==> config.mk <==
export PLATFORM = sky130hd
export DESIGN_NAME = liusp_port
export DESIGN_NICKNAME = d
export VERILOG_FILES = /design/src/logic/liusp_pkg.sv /design/src/logic/liusp_pin_drv.sv /design/src/logic/liusp_port.sv
export SDC_FILE = /design/constraint.sdc
export NUM_CORES = 1
export LEC_CHECK = 0
export BUFFER_PORTS_ARGS = -buffer_cell sky130_fd_sc_hd__clkbuf_2
export CORE_MARGIN = 10
export CORE_UTILIZATION = 30
export DETAILED_ROUTE_END_ITERATION = 12
export MAX_ROUTING_LAYER = met4
export PLACE_DENSITY = 0.64
export RECOVER_POWER = 100
export SETUP_SLACK_MARGIN = 0.4
export SLEW_MARGIN = 40
export SYNTH_ARGS = -nofsm -noshare
export SYNTH_HDL_FRONTEND = slang
export SYNTH_SLANG_ARGS = --single-unit
==> constraint.sdc <==
create_clock -name core_clk -period 1.4 [get_ports core_clk]
set_clock_uncertainty 0.15 [all_clocks]
set_input_delay 0.14 -clock core_clk [delete_from_list [all_inputs] [get_ports core_clk]]
set_output_delay 0.14 -clock core_clk [all_outputs]
set_load 0.02 [all_outputs]
==> src/logic/liusp_pkg.sv <==
package liusp_pkg;

	// ---------------------------------------------------------------
	// Edge select encodings
	// ---------------------------------------------------------------
	localparam logic RX_EDGE_RISE  = 1'h0;
	localparam logic TX_EDGE_FALL  = 1'h0;
	localparam logic SP_IN_RISE    = 1'h0;
	localparam logic SP_OUT_FALL   = 1'h0;

	// Reset value of every control bit
	localparam logic CTRL_RESET    = 1'h0;

	// ---------------------------------------------------------------
	// Transmit clock sources
	// ---------------------------------------------------------------
	typedef enum logic [1:0] {
		LIUSP_TXSRC_PIN  = 2'h0,
		LIUSP_TXSRC_MCLK = 2'h1,
		LIUSP_TXSRC_RCLK = 2'h2
	} liusp_txsrc_e;

	// Control bits as one carrier
	typedef struct packed {
		logic         rx_edge_select_bit;
		logic         tx_edge_select_bit;
		logic         nrz_enable_bit;
		liusp_txsrc_e tx_clock_source;
	} liusp_ctrl_s;

	// Receive symbol from the line decoder
	typedef struct packed {
		logic pos;
		logic neg;
		logic err;
	} liusp_rxsym_s;

	// Edge detector state for a sampled clock
	typedef enum logic [1:0] {
		LIUSP_EDGE_NONE,
		LIUSP_EDGE_RISE,
		LIUSP_EDGE_FALL
	} liusp_edge_e;

	// Edge kind from previous and current clock level
	function automatic liusp_edge_e liusp_edge(input logic prev, input logic cur);
		if (!prev && cur)
			return LIUSP_EDGE_RISE;
		if (prev && !cur)
			return LIUSP_EDGE_FALL;
		return LIUSP_EDGE_NONE;
	endfunction

endpackage

==> src/logic/liusp_pin_drv.sv <==
module liusp_pin_drv
	import liusp_pkg::*;
#(
	parameter int WIDTH = 3
) (
	// Clock and reset
	input  wire logic             core_clk,
	input  wire logic             rst_n,
	// Control
	input  wire logic             tristate_test,
	input  wire logic [WIDTH-1:0] value_d,
	// Pins
	output logic      [WIDTH-1:0] pin_o,
	output logic      [WIDTH-1:0] pin_oe_n
);

	// Registered pin values and 3-state enables
	always_ff @(posedge core_clk) begin
		if (!rst_n) begin
			pin_o    <= '0;
			pin_oe_n <= '1;
		end else begin
			pin_o    <= value_d;
			pin_oe_n <= {WIDTH{tristate_test}};
		end
	end

endmodule // liusp_pin_drv

==> src/logic/liusp_port.sv <==
module liusp_port
	import liusp_pkg::*;
(
	// Clock and reset
	input  wire logic         core_clk,
	input  wire logic         rst_n,
	input  wire logic         hardware_reset_n,
	// Control
	input  wire liusp_ctrl_s  ctrl_wr_data,
	input  wire logic         ctrl_wr,
	input  wire logic         input_edge_select,
	input  wire logic         output_edge_select,
	input  wire logic         tristate_test,
	// Sampled clocks
	input  wire logic         recovered_clock,
	input  wire logic         master_clock,
	input  wire logic         transmit_clock_in,
	input  wire logic         serial_clock,
	// Receive side from decoder
	input  wire liusp_rxsym_s rx_symbol,
	// Transmit pins
	input  wire logic         tx_positive_data,
	input  wire logic         tx_negative_data,
	// Serial port data
	input  wire logic         serial_port_data_in,
	input  wire logic         sp_out_bit,
	// Receive and serial output pins
	output logic              rx_positive_data,
	output logic              rx_negative_data,
	output logic              rx_positive_data_oe_n,
	output logic              rx_negative_data_oe_n,
	output logic              serial_port_data_out,
	output logic              serial_port_data_out_oe_n,
	// To formatter and serial engine
	output logic              tx_pos_q,
	output logic              tx_neg_q,
	output logic              tx_strobe_q,
	output logic              sp_in_bit_q,
	output logic              sp_in_strobe_q,
	output liusp_ctrl_s       ctrl_q
);

	// ---------------------------------------------------------------
	// Control bits
	// ---------------------------------------------------------------
	logic        rclk_q;
	logic        mclk_q;
	logic        transmit_clock_in_q;
	logic        sclk_q;
	logic        txclk_sel;
	logic        txclk_sel_q;
	logic        rx_upd;
	logic        tx_smp;
	logic        sp_smp;
	logic        sp_lau;
	logic        rx_pos_q;
	logic        rx_neg_q;
	logic        sdo_d;
	logic        sdo_q;
	liusp_edge_e rx_edge;
	liusp_edge_e tx_edge;
	liusp_edge_e sp_edge;

	// Control register with reset to zero
	always_ff @(posedge core_clk) begin
		if (!rst_n || !hardware_reset_n)
			ctrl_q <= '{CTRL_RESET, CTRL_RESET, CTRL_RESET, LIUSP_TXSRC_PIN};
		else if (ctrl_wr)
			ctrl_q <= ctrl_wr_data;
	end

	// ---------------------------------------------------------------
	// Clock edge detection
	// ---------------------------------------------------------------
	always_ff @(posedge core_clk) begin
		if (!rst_n) begin
			rclk_q      <= 1'h0;
			mclk_q      <= 1'h0;
			transmit_clock_in_q      <= 1'h0;
			sclk_q      <= 1'h0;
			txclk_sel_q <= 1'h0;
		end else begin
			rclk_q      <= recovered_clock;
			mclk_q      <= master_clock;
			transmit_clock_in_q      <= transmit_clock_in;
			sclk_q      <= serial_clock;
			txclk_sel_q <= txclk_sel;
		end
	end

	// Transmit clock source selection
	always_comb begin
		case (ctrl_q.tx_clock_source)
			LIUSP_TXSRC_MCLK: txclk_sel = mclk_q;
			LIUSP_TXSRC_RCLK: txclk_sel = rclk_q;
			default:          txclk_sel = transmit_clock_in_q;
		endcase
	end

	assign rx_edge = liusp_edge(rclk_q, recovered_clock);
	assign tx_edge = liusp_edge(txclk_sel_q, txclk_sel);
	assign sp_edge = liusp_edge(sclk_q, serial_clock);

	// Selected edge strobes
	assign rx_upd = (ctrl_q.rx_edge_select_bit == RX_EDGE_RISE) ?
		(rx_edge == LIUSP_EDGE_RISE) : (rx_edge == LIUSP_EDGE_FALL);
	assign tx_smp = (ctrl_q.tx_edge_select_bit == TX_EDGE_FALL) ?
		(tx_edge == LIUSP_EDGE_FALL) : (tx_edge == LIUSP_EDGE_RISE);
	assign sp_smp = (input_edge_select == SP_IN_RISE) ?
		(sp_edge == LIUSP_EDGE_RISE) : (sp_edge == LIUSP_EDGE_FALL);
	assign sp_lau = (output_edge_select == SP_OUT_FALL) ?
		(sp_edge == LIUSP_EDGE_FALL) : (sp_edge == LIUSP_EDGE_RISE);

	// ---------------------------------------------------------------
	// Receive data path
	// ---------------------------------------------------------------
	always_ff @(posedge core_clk) begin
		if (!rst_n) begin
			rx_pos_q <= 1'h0;
			rx_neg_q <= 1'h0;
		end else if (rx_upd) begin
			rx_pos_q <= rx_symbol.pos;
			rx_neg_q <= ctrl_q.nrz_enable_bit ? rx_symbol.err : rx_symbol.neg;
		end
	end

	// Serial output launch
	always_ff @(posedge core_clk) begin
		if (!rst_n)
			sdo_q <= 1'h0;
		else if (sp_lau)
			sdo_q <= sp_out_bit;
	end
	assign sdo_d = sdo_q;

	// Registered pins with test 3-state
	liusp_pin_drv #(
		.WIDTH(3)
	) u_pins (
		.core_clk      (core_clk),
		.rst_n         (rst_n),
		.tristate_test (tristate_test),
		.value_d       ({rx_pos_q, rx_neg_q, sdo_d}),
		.pin_o         ({rx_positive_data, rx_negative_data, serial_port_data_out}),
		.pin_oe_n      ({rx_positive_data_oe_n, rx_negative_data_oe_n,
			serial_port_data_out_oe_n})
	);

	// ---------------------------------------------------------------
	// Transmit and serial input sampling
	// ---------------------------------------------------------------
	always_ff @(posedge core_clk) begin
		if (!rst_n) begin
			tx_pos_q    <= 1'h0;
			tx_neg_q    <= 1'h0;
			tx_strobe_q <= 1'h0;
		end else begin
			tx_strobe_q <= tx_smp;
			if (tx_smp) begin
				tx_pos_q <= tx_positive_data;
				tx_neg_q <= tx_negative_data;
			end
		end
	end

	always_ff @(posedge core_clk) begin
		if (!rst_n) begin
			sp_in_bit_q    <= 1'h0;
			sp_in_strobe_q <= 1'h0;
		end else begin
			sp_in_strobe_q <= sp_smp;
			if (sp_smp)
				sp_in_bit_q <= serial_port_data_in;
		end
	end

	// ---------------------------------------------------------------
	// Checks
	// ---------------------------------------------------------------
	property p_rx_update;
		@(posedge core_clk) disable iff (!rst_n)
		rx_upd |=> ##1 (rx_positive_data == $past(rx_symbol.pos, 2));
	endproperty
	a_rx_update: assert property (p_rx_update) else $error("rx data not updated");

	property p_nrz_err;
		@(posedge core_clk) disable iff (!rst_n)
		(rx_upd && ctrl_q.nrz_enable_bit && rx_symbol.err) |=> ##1 rx_negative_data;
	endproperty
	a_nrz_err: assert property (p_nrz_err) else $error("nrz error pulse missing");

	property p_bip_neg;
		@(posedge core_clk) disable iff (!rst_n)
		(rx_upd && !ctrl_q.nrz_enable_bit) |=> ##1 (rx_negative_data == $past(rx_symbol.neg, 2));
	endproperty
	a_bip_neg: assert property (p_bip_neg) else $error("bipolar neg wrong");

	property p_rx_hold;
		@(posedge core_clk) disable iff (!rst_n)
		!rx_upd |=> ##1 $stable(rx_positive_data);
	endproperty
	a_rx_hold: assert property (p_rx_hold) else $error("rx data moved off edge");

	property p_tx_sample;
		@(posedge core_clk) disable iff (!rst_n)
		tx_smp |=> (tx_pos_q == $past(tx_positive_data))
			&& (tx_neg_q == $past(tx_negative_data)) && tx_strobe_q;
	endproperty
	a_tx_sample: assert property (p_tx_sample) else $error("tx not sampled");

	property p_sp_in;
		@(posedge core_clk) disable iff (!rst_n)
		sp_smp |=> (sp_in_bit_q == $past(serial_port_data_in)) && sp_in_strobe_q;
	endproperty
	a_sp_in: assert property (p_sp_in) else $error("serial in not sampled");

	property p_sp_out;
		@(posedge core_clk) disable iff (!rst_n)
		sp_lau |=> ##1 (serial_port_data_out == $past(sp_out_bit, 2));
	endproperty
	a_sp_out: assert property (p_sp_out) else $error("serial out not launched");

	property p_tristate;
		@(posedge core_clk) disable iff (!rst_n)
		tristate_test |=> (rx_positive_data_oe_n && rx_negative_data_oe_n
			&& serial_port_data_out_oe_n);
	endproperty
	a_tristate: assert property (p_tristate) else $error("pins not floated");

	// Sampled reset in the antecedent skips the release edge
	property p_drive;
		@(posedge core_clk) disable iff (!rst_n)
		(rst_n && !tristate_test) |=> !(rx_positive_data_oe_n || rx_negative_data_oe_n
			|| serial_port_data_out_oe_n);
	endproperty
	a_drive: assert property (p_drive) else $error("pins not driven");

	property p_hw_reset;
		@(posedge core_clk) disable iff (!rst_n)
		!hardware_reset_n |=> (ctrl_q == '0);
	endproperty
	a_hw_reset: assert property (p_hw_reset) else $error("control not cleared");

	c_nrz_err:  cover property (@(posedge core_clk) disable iff (!rst_n)
		rx_upd && ctrl_q.nrz_enable_bit && rx_symbol.err);
	c_tx_rclk:  cover property (@(posedge core_clk) disable iff (!rst_n)
		tx_smp && ctrl_q.tx_clock_source == LIUSP_TXSRC_RCLK);
	c_sp_fall:  cover property (@(posedge core_clk) disable iff (!rst_n)
		sp_smp && input_edge_select);

endmodule // liusp_port

==> results of run 1 <==
-- per-stage QoR --
| step | instances | setup TNS, ps | area (µm²) |
|---|---|---|---|
| final | 176 | -538 | 1610 |
| after detailed placement | 151 | -408 | 1140 |
| after CTS | 173 | -407 | 1540 |
| after global placement | 151 | -314 | 1140 |
| after floorplan | 84 | -376 | 911 |
| after global routing | 175 | -924 | 1610 |
-- registers in the layout, indices dropped and copies added (netlist names) --
| signal | flops |
|---|---|
| tx_neg_q | 1 |
| u_pins.pin_oe_n | 1 |
| tx_strobe_q | 1 |
| rx_neg_q | 1 |
| sdo_d | 1 |
| rclk_q | 1 |
| mclk_q | 1 |
| u_pins.pin_o | 3 |
| ctrl_q | 5 |
| sp_in_bit_q | 1 |
| txclk_sel_q | 1 |
| transmit_clock_in_q | 1 |
| sp_in_strobe_q | 1 |
| sclk_q | 1 |
| tx_pos_q | 1 |
| rx_pos_q | 1 |
-- cells by family after synthesis --
logic type / Yosys count / synth area share (%)
fa+ha+maj: 2 / 2.91
compound gates: 6 / 5.81
mux: 13 / 15.1
buf+inv: 7 / 3.92
flops: 22 / 51.2
simple gates: 34 / 21.1
-- cell usage after synthesis --
cell type	n	area share [%]
a221o_1	1	1.2
a22oi_2	1	1.5
and2_1	10	7.3
buf_4	2	1.7
clkbuf_1	3	1.3
dfxtp_1	22	51
ha_1	2	2.9
inv_1	2	0.87
mux2i_1	13	15
nand2_1	9	3.9
nand2b_1	5	3.6
nor2_1	5	2.2
nor2b_1	3	2.2
nor3b_1	1	0.87
nor4b_1	1	1.0
o211a_1	1	1.2
o21ai_0	1	0.58
o22ai_1	2	1.5
-- cells in the final DEF (no fill, tap or decap), drive strengths merged --
cell type,synthesis,routed
nand2b,5,5
nor3b,1,1
nor2b,3,3
diode,0,1
o21ai,1,1
a221o,1,1
and2,10,10
mux2i,13,13
o22ai,2,2
nor4b,1,1
inv,2,2
ha,2,2
clkbuf,3,28
nor2,5,5
dlygate4sd3,0,16
nand2,9,9
a22oi,1,1
buf,2,21
o211a,1,1
dfxtp,22,22
-- power breakdown --
| part | switching (mW) | internal (mW) | total [mW] |
|---|---|---|---|
| registers | 0.0277 | 0.652 | 0.680 |
| clock network | 0.175 | 0.111 | 0.286 |
| logic | 0.105 | 0.165 | 0.270 |
-- critical path: stages, from the launching register on --
cell and delay, ps:
dfxtp_4 390, inv_2 50, ha_4 140, a22oi_2 220, nor4b_4 70, a221o_1 320, and2_1 150
-- path summary, 6_finish.rpt --
check | startpoint | endpoint | slack [ps] | depth (start not counted)
worst min register to register | rx_pos_q | u_pins.pin_o[2] | 320 | 1
worst max-delay path | ctrl_q[0] | tx_strobe_q | -160 | 6
worst max register to register | ctrl_q[0] | tx_strobe_q | -160 | 6
worst min-delay path | rx_symbol[1] | rx_neg_q | 40 | 4
-- per-layer routing --
metal / routed length (µm) / track usage, % / up-vias / share of wire (%)
li1: - / - / 399 / -
met5: 0 / - / - / 0
met2: 1350 / 15.7 / 18 / 56
met4: 8 / 4.55 / 0 / 0.33
met3: 104 / 2.96 / 2 / 4.3
met1: 943 / 9.74 / 368 / 39
-- what timing repair did --
action                                  CTS  global route
endpoints found under the setup margin   25            26
pin swaps                                 4             2
hold endpoints to repair                 15             0
setup buffers                             2             2
gates resized for setup                  52            23
hold buffers                             16             0
-- cell type report --
cell class                 count  area, µm²
timing repair buffer          61        573
clock buffer                   4       26.3
multi-input combinational     55        490
sequential                    22        473
antenna                        1       2.50
inverter                       2       7.51
tap                           31       38.8
fill                         219       1150
==> flow_summary.json, run 1 <==
{
  "die-height_um": 73.6,
  "grt_pass1_vias": 877,
  "setup_viol": 4,
  "cts_buffers": 3,
  "clk_latency_ps": 300,
  "ant_nets": 0,
  "p_leak_nw": 0.699,
  "yosysUniqueCellTypes": 18,
  "power_density_nw_per_um2": 767,
  "hold_path.class": "in -> reg",
  "hpwl_mm": 1.61,
  "wl_per_cell_um": 13.7,
  "syn_nets": 109,
  "nNetsFinal": 170,
  "syn_area_per_cell_um2": 10.2,
  "crit_required_ps": 1460,
  "crit_fanout": 3,
  "rsz0062_at_grt": "yes",
  "final_util_pct": 58.4,
  "pin_count": 39,
  "fmax_mhz": 640,
  "violations": "negative setup slack",
  "clockBufferDepth": 2,
  "period_share_pct": 112,
  "rows": 19,
  "grtUsageTotal_pct": 9.39,
  "first_pass_iters": 5,
  "arrival_ps": 1620,
  "io_buffers": 38,
  "status": "finished with violations",
  "viasPerCell": 4.47,
  "peakVddDrop_v": 0.000763,
  "worst_slew_pin_slew_ps": 342,
  "die_area_um2": 5410,
  "gp_congestion": 0.666,
  "ys_ff_latch": 22,
  "area_delta_synth_final_pct": 87.2,
  "worst_hold_slack_ps": 40.0,
  "drt_iter0_drc": 14,
  "cts_tree": "built",
  "htreeDepth": 1,
  "cts.sinks": 22,
  "grt_pass1_wl_mm": 3.91,
  "final.min_clock_period_ps": 1560,
  "core_area_um2": 2760,
  "endpoint_kind": "flip-flop",
  "path_class": "reg -> reg",
  "drive_gt1_share_pct": 52.8,
  "drv_slew": 0,
  "dp_slack_ps": -146,
  "relSlewSlack_pct": 77.2,
  "die_w_um": 73.6,
  "syn_area_um2": 861,
  "power.total_mw": 1.24,
  "grt_max_degree": 21,
  "dr_total_vias": 787,
  "drc": 0,
  "hold_violations": 0,
  "startpoint_type": "flip-flop",
  "finalWorstSetupSlack_ps": -163,
  "cap_violations": 0,
  "gr-total-overflow": 0,
  "antenna_found_initial": 0,
  "yosysSeqAreaShare_pct": 51.2,
  "ys_warn_count": 0,
  "synthCells": 84,
  "root_buffer": "clkbuf_4",
  "drt-total-wl_mm": 2.40,
  "start_util_pct": 31.2,
  "clk_pin_slew_ps": 120
}
Note: power is estimated with default switching activity, not from simulation.
==> inputs of run 2 (changes only) <==
--- a/config.mk
+++ b/config.mk
@@ -16,4 +16,5 @@
 export SLEW_MARGIN = 40
 export SYNTH_ARGS = -nofsm -noshare
 export SYNTH_HDL_FRONTEND = slang
+export SYNTH_HIERARCHICAL = 1
 export SYNTH_SLANG_ARGS = --single-unit
==> flow_summary.json, run 2 <==
{
  "status": "finished with violations",
  "violations": "negative setup slack",
  "die-height_um": 73.5,
  "synthTopCellsByCount": "dfxtp_1 (22), mux2i_1 (13), and2_1 (10)",
  "drc": 0,
  "drt_iter0_drc": 4,
  "instances_no_fill": 176,
  "die_w_um": 73.5,
  "largest_register_ffs": 5,
  "die_area_um2": 5390,
  "rows": 19,
  "cts_tree": "built",
  "final.min_clock_period_ps": 1550,
  "syn_area_per_cell_um2": 10.3,
  "grtUsageMet3_pct": 2.29,
  "combPwrFrac_pct": 19.1,
  "final_common_cell": "clkbuf_2",
  "drt-total-wl_mm": 2.30,
  "ant_nets": 0,
  "async_reset_ff_share_pct": 0,
  "crit_required_ps": 1470,
  "first_pass_iters": 2,
  "gp_congestion": 0.654,
  "mostFrequentLayoutCells": "clkbuf_2 (20), dfxtp_1 (18), dlygate4sd3_1 (16), buf_8 (13), mux2i_1 (12)",
  "grt_pass1_wl_mm": 3.81,
  "top_regs": "ctrl_q (5), u_pins/pin_o (3)",
  "worst_hold_slack_ps": 19.2,
  "relSlewSlack_pct": 77.4,
  "yosysTopAreaCell": "dfxtp_1",
  "grtUsageTotal_pct": 9.20,
  "cts.sinks": 22,
  "rsz0062_at_grt": "yes",
  "hold_violations": 0,
  "synth_edf_count": 0,
  "swShare_pct": 24.6,
  "clk_latency_ps": 320,
  "htreeDepth": 1,
  "p_switching_mw": 0.312,
  "wl_per_cell_um": 13.1,
  "fmax_mhz": 644,
  "hpwl_mm": 1.62,
  "placed_cells": 151,
  "dr_total_vias": 784,
  "syn_area_um2": 857,
  "cts_buffers": 3,
  "clockBufferDepth": 2,
  "yosysMostFrequentCell": "dfxtp_1",
  "core_area_um2": 2730,
  "grt_pass1_vias": 835,
  "path_class": "reg -> reg",
  "top_usage_layer": "met2",
  "final_util_pct": 55.3,
  "worst_slew_pin_slew_ps": 338,
  "hold_path.class": "in -> reg",
  "setup_viol": 4,
  "dominantRegCellSynth": "dfxtp_1",
  "p_leak_nw": 0.660,
  "syn_nets": 108,
  "gr-total-overflow": 0,
  "area_delta_synth_final_pct": 76.4,
  "io_buffers": 38,
  "grt_max_degree": 21,
  "yosysSeqAreaShare_pct": 51.4,
  "antenna_found_initial": 0,
  "endpoint_kind": "flip-flop",
  "yosysUniqueCellTypes": 18,
  "use_met1_pct": 9.67,
  "pin_count": 39,
  "root_buffer": "clkbuf_4",
  "arrival_ps": 1620,
  "synth.area.top_cells": "dfxtp_1 (51%), mux2i_1 (15%), and2_1 (7.3%)",
  "period_share_pct": 111,
  "drive_gt1_share_pct": 40.7,
  "drv_slew": 0,
  "viasPerCell": 4.45,
  "nNetsFinal": 171,
  "ys_warn_count": 6,
  "ys_ff_latch": 22,
  "power_density_nw_per_um2": 840,
  "synthCells": 83,
  "pwr-share-clk_pct": 27.9,
  "seqPwrFrac_pct": 53.1,
  "clk_pin_slew_ps": 120,
  "diodes": 0,
  "power.total_mw": 1.27,
  "cap_violations": 0,
  "p_int_mw": 0.957,
  "peakVddDrop_v": 0.000748,
  "largest-register": "ctrl_q",
  "start_util_pct": 31.4,
  "fillCellCount": 244,
  "startpoint_type": "flip-flop",
  "crit_fanout": 3,
  "synth_top_area_share_pct": 51.4,
  "gr-usage-met2_pct": 15.2,
  "finalWorstSetupSlack_ps": -152
}
-- run 2: cell count changes after synthesis, sizes merged --
cell and change:
clkbuf -1
-- run 2: worst paths after layout --
kind | startpoint | endpoint | slack [ps] | cells past startpoint
worst min-delay path | rx_symbol[1] | rx_neg_q | 20 | 4
worst max register to register | ctrl_q[0] | tx_pos_q | -150 | 6
worst max-delay path | ctrl_q[0] | tx_pos_q | -150 | 6
worst min register to register | rx_neg_q | u_pins/pin_o[1] | 330 | 1
-- run 2: area by class of cell --
class / instances / area, µm² / area share [%]
clock buffers: 4 / 36.3 / 2.40
repair buffers: 62 / 542 / 35.8
well taps: 31 / 38.8 / 2.57
multi-input cells: 55 / 432 / 28.6
flip-flops and latches: 22 / 455 / 30.1
inverters: 2 / 7.51 / 0.497
-- run 2: per-stage QoR --
step | worst slack [ps] | TNS (ps) | instance area (µm²)
finish | -152 | -474 | 1510
detailed placement | -144 | -417 | 1140
global route | -280 | -872 | 1510
floorplan | -136 | -376 | 907
global placement | -121 | -330 | 1140
CTS | -160 | -475 | 1510
-- run 2: power by group through the flow --
stage                     combinational, mW  sequential, mW  clock, mW
final                                 0.242           0.673      0.354
after global routing                  0.262           0.678      0.384
after CTS                             0.239           0.673      0.359
after detailed placement              0.168           0.685          0
after global placement                0.164           0.683          0
after floorplan                      0.0811           0.703          0
-- run 2: kinds of logic after synthesis --
group	after synthesis	synth area share, %
adders and majority gates	2	2.92
AOI/OAI and AO/OA	6	5.84
and+or+nand+nor	34	21.2
buffers and inverters	6	3.50
DFF	22	51.4
muxes	13	15.2
-- run 2: critical path, cell delays in order (launching register included) --
cell and delay (ps):
dfxtp_4 370, inv_2 40, ha_4 150, a22oi_2 210
nor4b_2 70, a221o_1 320, mux2i_1 140
-- run 2: routing by layer --
layer	part of all wire [%]	vias up
met5	0	-
met4	3.0	0
met3	4.3	6
met2	51	21
met1	42	358
li1	-	399
-- run 2: timing repair --
action	CTS	global route
setup endpoints to repair	25	27
hold buffers	16	0
resized for setup	44	16
pin swaps	3	1
buffers inserted	3	2
endpoints found under the hold margin	15	0
==> inputs of run 3 (changes only) <==
--- a/config.mk
+++ b/config.mk
@@ -12,6 +12,7 @@
 export MAX_ROUTING_LAYER = met4
 export PLACE_DENSITY = 0.64
 export RECOVER_POWER = 100
+export REMOVE_ABC_BUFFERS = 1
 export SETUP_SLACK_MARGIN = 0.4
 export SLEW_MARGIN = 40
 export SYNTH_ARGS = -nofsm -noshare
==> flow_summary.json, run 3 (same netlist as run 2, synthesis figures left out) <==
{
  "endpoint_kind": "flip-flop",
  "power.total_mw": 1.44,
  "gr-total-overflow": 0,
  "gp_congestion": 0.659,
  "r2r_start": "ctrl_q[1]",
  "antenna_found_initial": 0,
  "power_density_nw_per_um2": 879,
  "dr_total_vias": 813,
  "min_path_cells": 3,
  "top_regs": "ctrl_q (5), u_pins/pin_o (3)",
  "grtUsageTotal_pct": 9.86,
  "critPathLaunch": "ctrl_q[1]",
  "path_class": "reg -> reg",
  "crit_required_ps": 1470,
  "min_to": "ctrl_q[2]",
  "arrival_ps": 1640,
  "die_w_um": 73.5,
  "worst_slew_pin_slew_ps": 335,
  "rsz0062_at_grt": "yes",
  "violations": "negative setup slack",
  "clk_latency_ps": 310,
  "pin_count": 39,
  "drive_gt1_share_pct": 54.8,
  "drt_iter0_drc": 16,
  "grt_pass1_wl_mm": 4.23,
  "finalWorstSetupSlack_ps": -170,
  "first_pass_iters": 4,
  "drt-total-wl_mm": 2.65,
  "io_buffers": 38,
  "fmax_mhz": 637,
  "rows": 19,
  "relSlewSlack_pct": 77.7,
  "largest-register": "ctrl_q",
  "die_area_um2": 5390,
  "combPwrFrac_pct": 19.1,
  "multi_input_area_um2": 492,
  "startpoint_type": "flip-flop",
  "hold_path.class": "in -> reg",
  "p_switching_mw": 0.329,
  "core_area_um2": 2730,
  "worst_hold_slack_ps": 8.66,
  "r2r_slack_ps": -170,
  "cts_buffers": 3,
  "hold_violations": 0,
  "nNetsFinal": 172,
  "crit_fanout": 3,
  "mostFrequentLayoutCells": "clkbuf_2 (20), dlygate4sd3_1 (15), dfxtp_2 (13), buf_8 (13), mux2i_1 (10)",
  "drv_slew": 0,
  "r2r_cells": 6,
  "final_common_cell": "clkbuf_2",
  "hpwl_mm": 1.69,
  "ant_nets": 0,
  "largest_register_ffs": 5,
  "die-height_um": 73.5,
  "root_buffer": "clkbuf_4",
  "p_leak_nw": 0.709,
  "fillCellCount": 196,
  "clockBufferDepth": 2,
  "status": "finished with violations",
  "reg2reg_to": "tx_strobe_q",
  "final.min_clock_period_ps": 1570,
  "area_delta_synth_final_pct": 91.2,
  "drc": 0,
  "grt_pass1_vias": 907,
  "htreeDepth": 1,
  "setup_viol": 4,
  "start_util_pct": 31.4,
  "hp-start": "hardware_reset_n",
  "cts_tree": "built",
  "regArea_um2": 468,
  "peakVddDrop_v": 0.000515,
  "viasPerCell": 4.59,
  "wl_per_cell_um": 15.0,
  "diodes": 0,
  "seqPwrFrac_pct": 47.3,
  "pwr-share-clk_pct": 33.6,
  "clk_pin_slew_ps": 130,
  "grt_max_degree": 21,
  "swShare_pct": 22.9,
  "cts.sinks": 22,
  "p_int_mw": 1.11,
  "cap_violations": 0,
  "period_share_pct": 112
}
==> run 3: cell count changes in the layout (fill, tap and decap cells not counted), sizes merged <==
cell,before,now
buf,21,23
bufinv,0,1
clkbuf,29,28
dlygate4sd3,16,15
==> run 3: how the worst max path moves through the flow <==
stage | endpoint | depth (start not counted)
final | tx_strobe_q | 6
after global routing | tx_strobe_q | 6
after CTS | tx_strobe_q | 6
after detailed placement | tx_neg_q | 5
after global placement | tx_neg_q | 5
after floorplan | tx_neg_q | 5
==> run 3: cell type report <==
class | count | share of cell area [%]
well taps | 31 | 2.37
clock inverters | 1 | 1.83
flip-flops and latches | 22 | 28.5
repair buffers | 63 | 35.4
multi-input cells | 55 | 30.0
inverters | 2 | 0.458
clock buffers | 3 | 1.37
==> run 3: power groups by stage <==
stage	Combinational (mW)	Sequential [mW]	Clock, mW
after floorplan	0.0612	0.708	0
after global placement	0.156	0.685	0
after detailed placement	0.161	0.687	0
after CTS	0.246	0.677	0.483
after global routing	0.296	0.685	0.525
final	0.275	0.681	0.484
==> run 3: through the flow <==
step	worst slack (ps)	setup TNS (ps)	cell area, µm²	std cells	util, %
5_1_grt	-233	-757	1640	177	60.0
3_5_place_dp	-316	-892	1090	152	40.0
2_1_floorplan	-343	-983	835	79	-
3_3_place_gp	-192	-562	1090	152	40.0
4_1_cts	-166	-461	1560	174	57.0
6_report	-170	-461	1640	177	60.0
==> run 3: layer usage <==
| layer | up-vias | track usage [%] | part of all wire (%) |
|---|---|---|---|
| met3 | 2 | 1.21 | 1.7 |
| met5 | - | - | 0 |
| met2 | 8 | 18.1 | 60 |
| met4 | 0 | 3.73 | 0.91 |
| li1 | 399 | - | - |
| met1 | 404 | 10.4 | 37 |
==> run 3: critical path, cell delays in order (launching register included) <==
cell	delay, ps
dfxtp_2	360
inv_1	100
ha_4	140
a22oi_2	50
buf_4	140
a221o_1	370
and2_1	180
==> run 3: what timing repair did <==
item,CTS,global route
resized for setup,63,22
setup endpoints to repair,26,26
hold buffers,15,0
buffers inserted,3,3
endpoints found under the hold margin,15,0
pin swaps,5,3
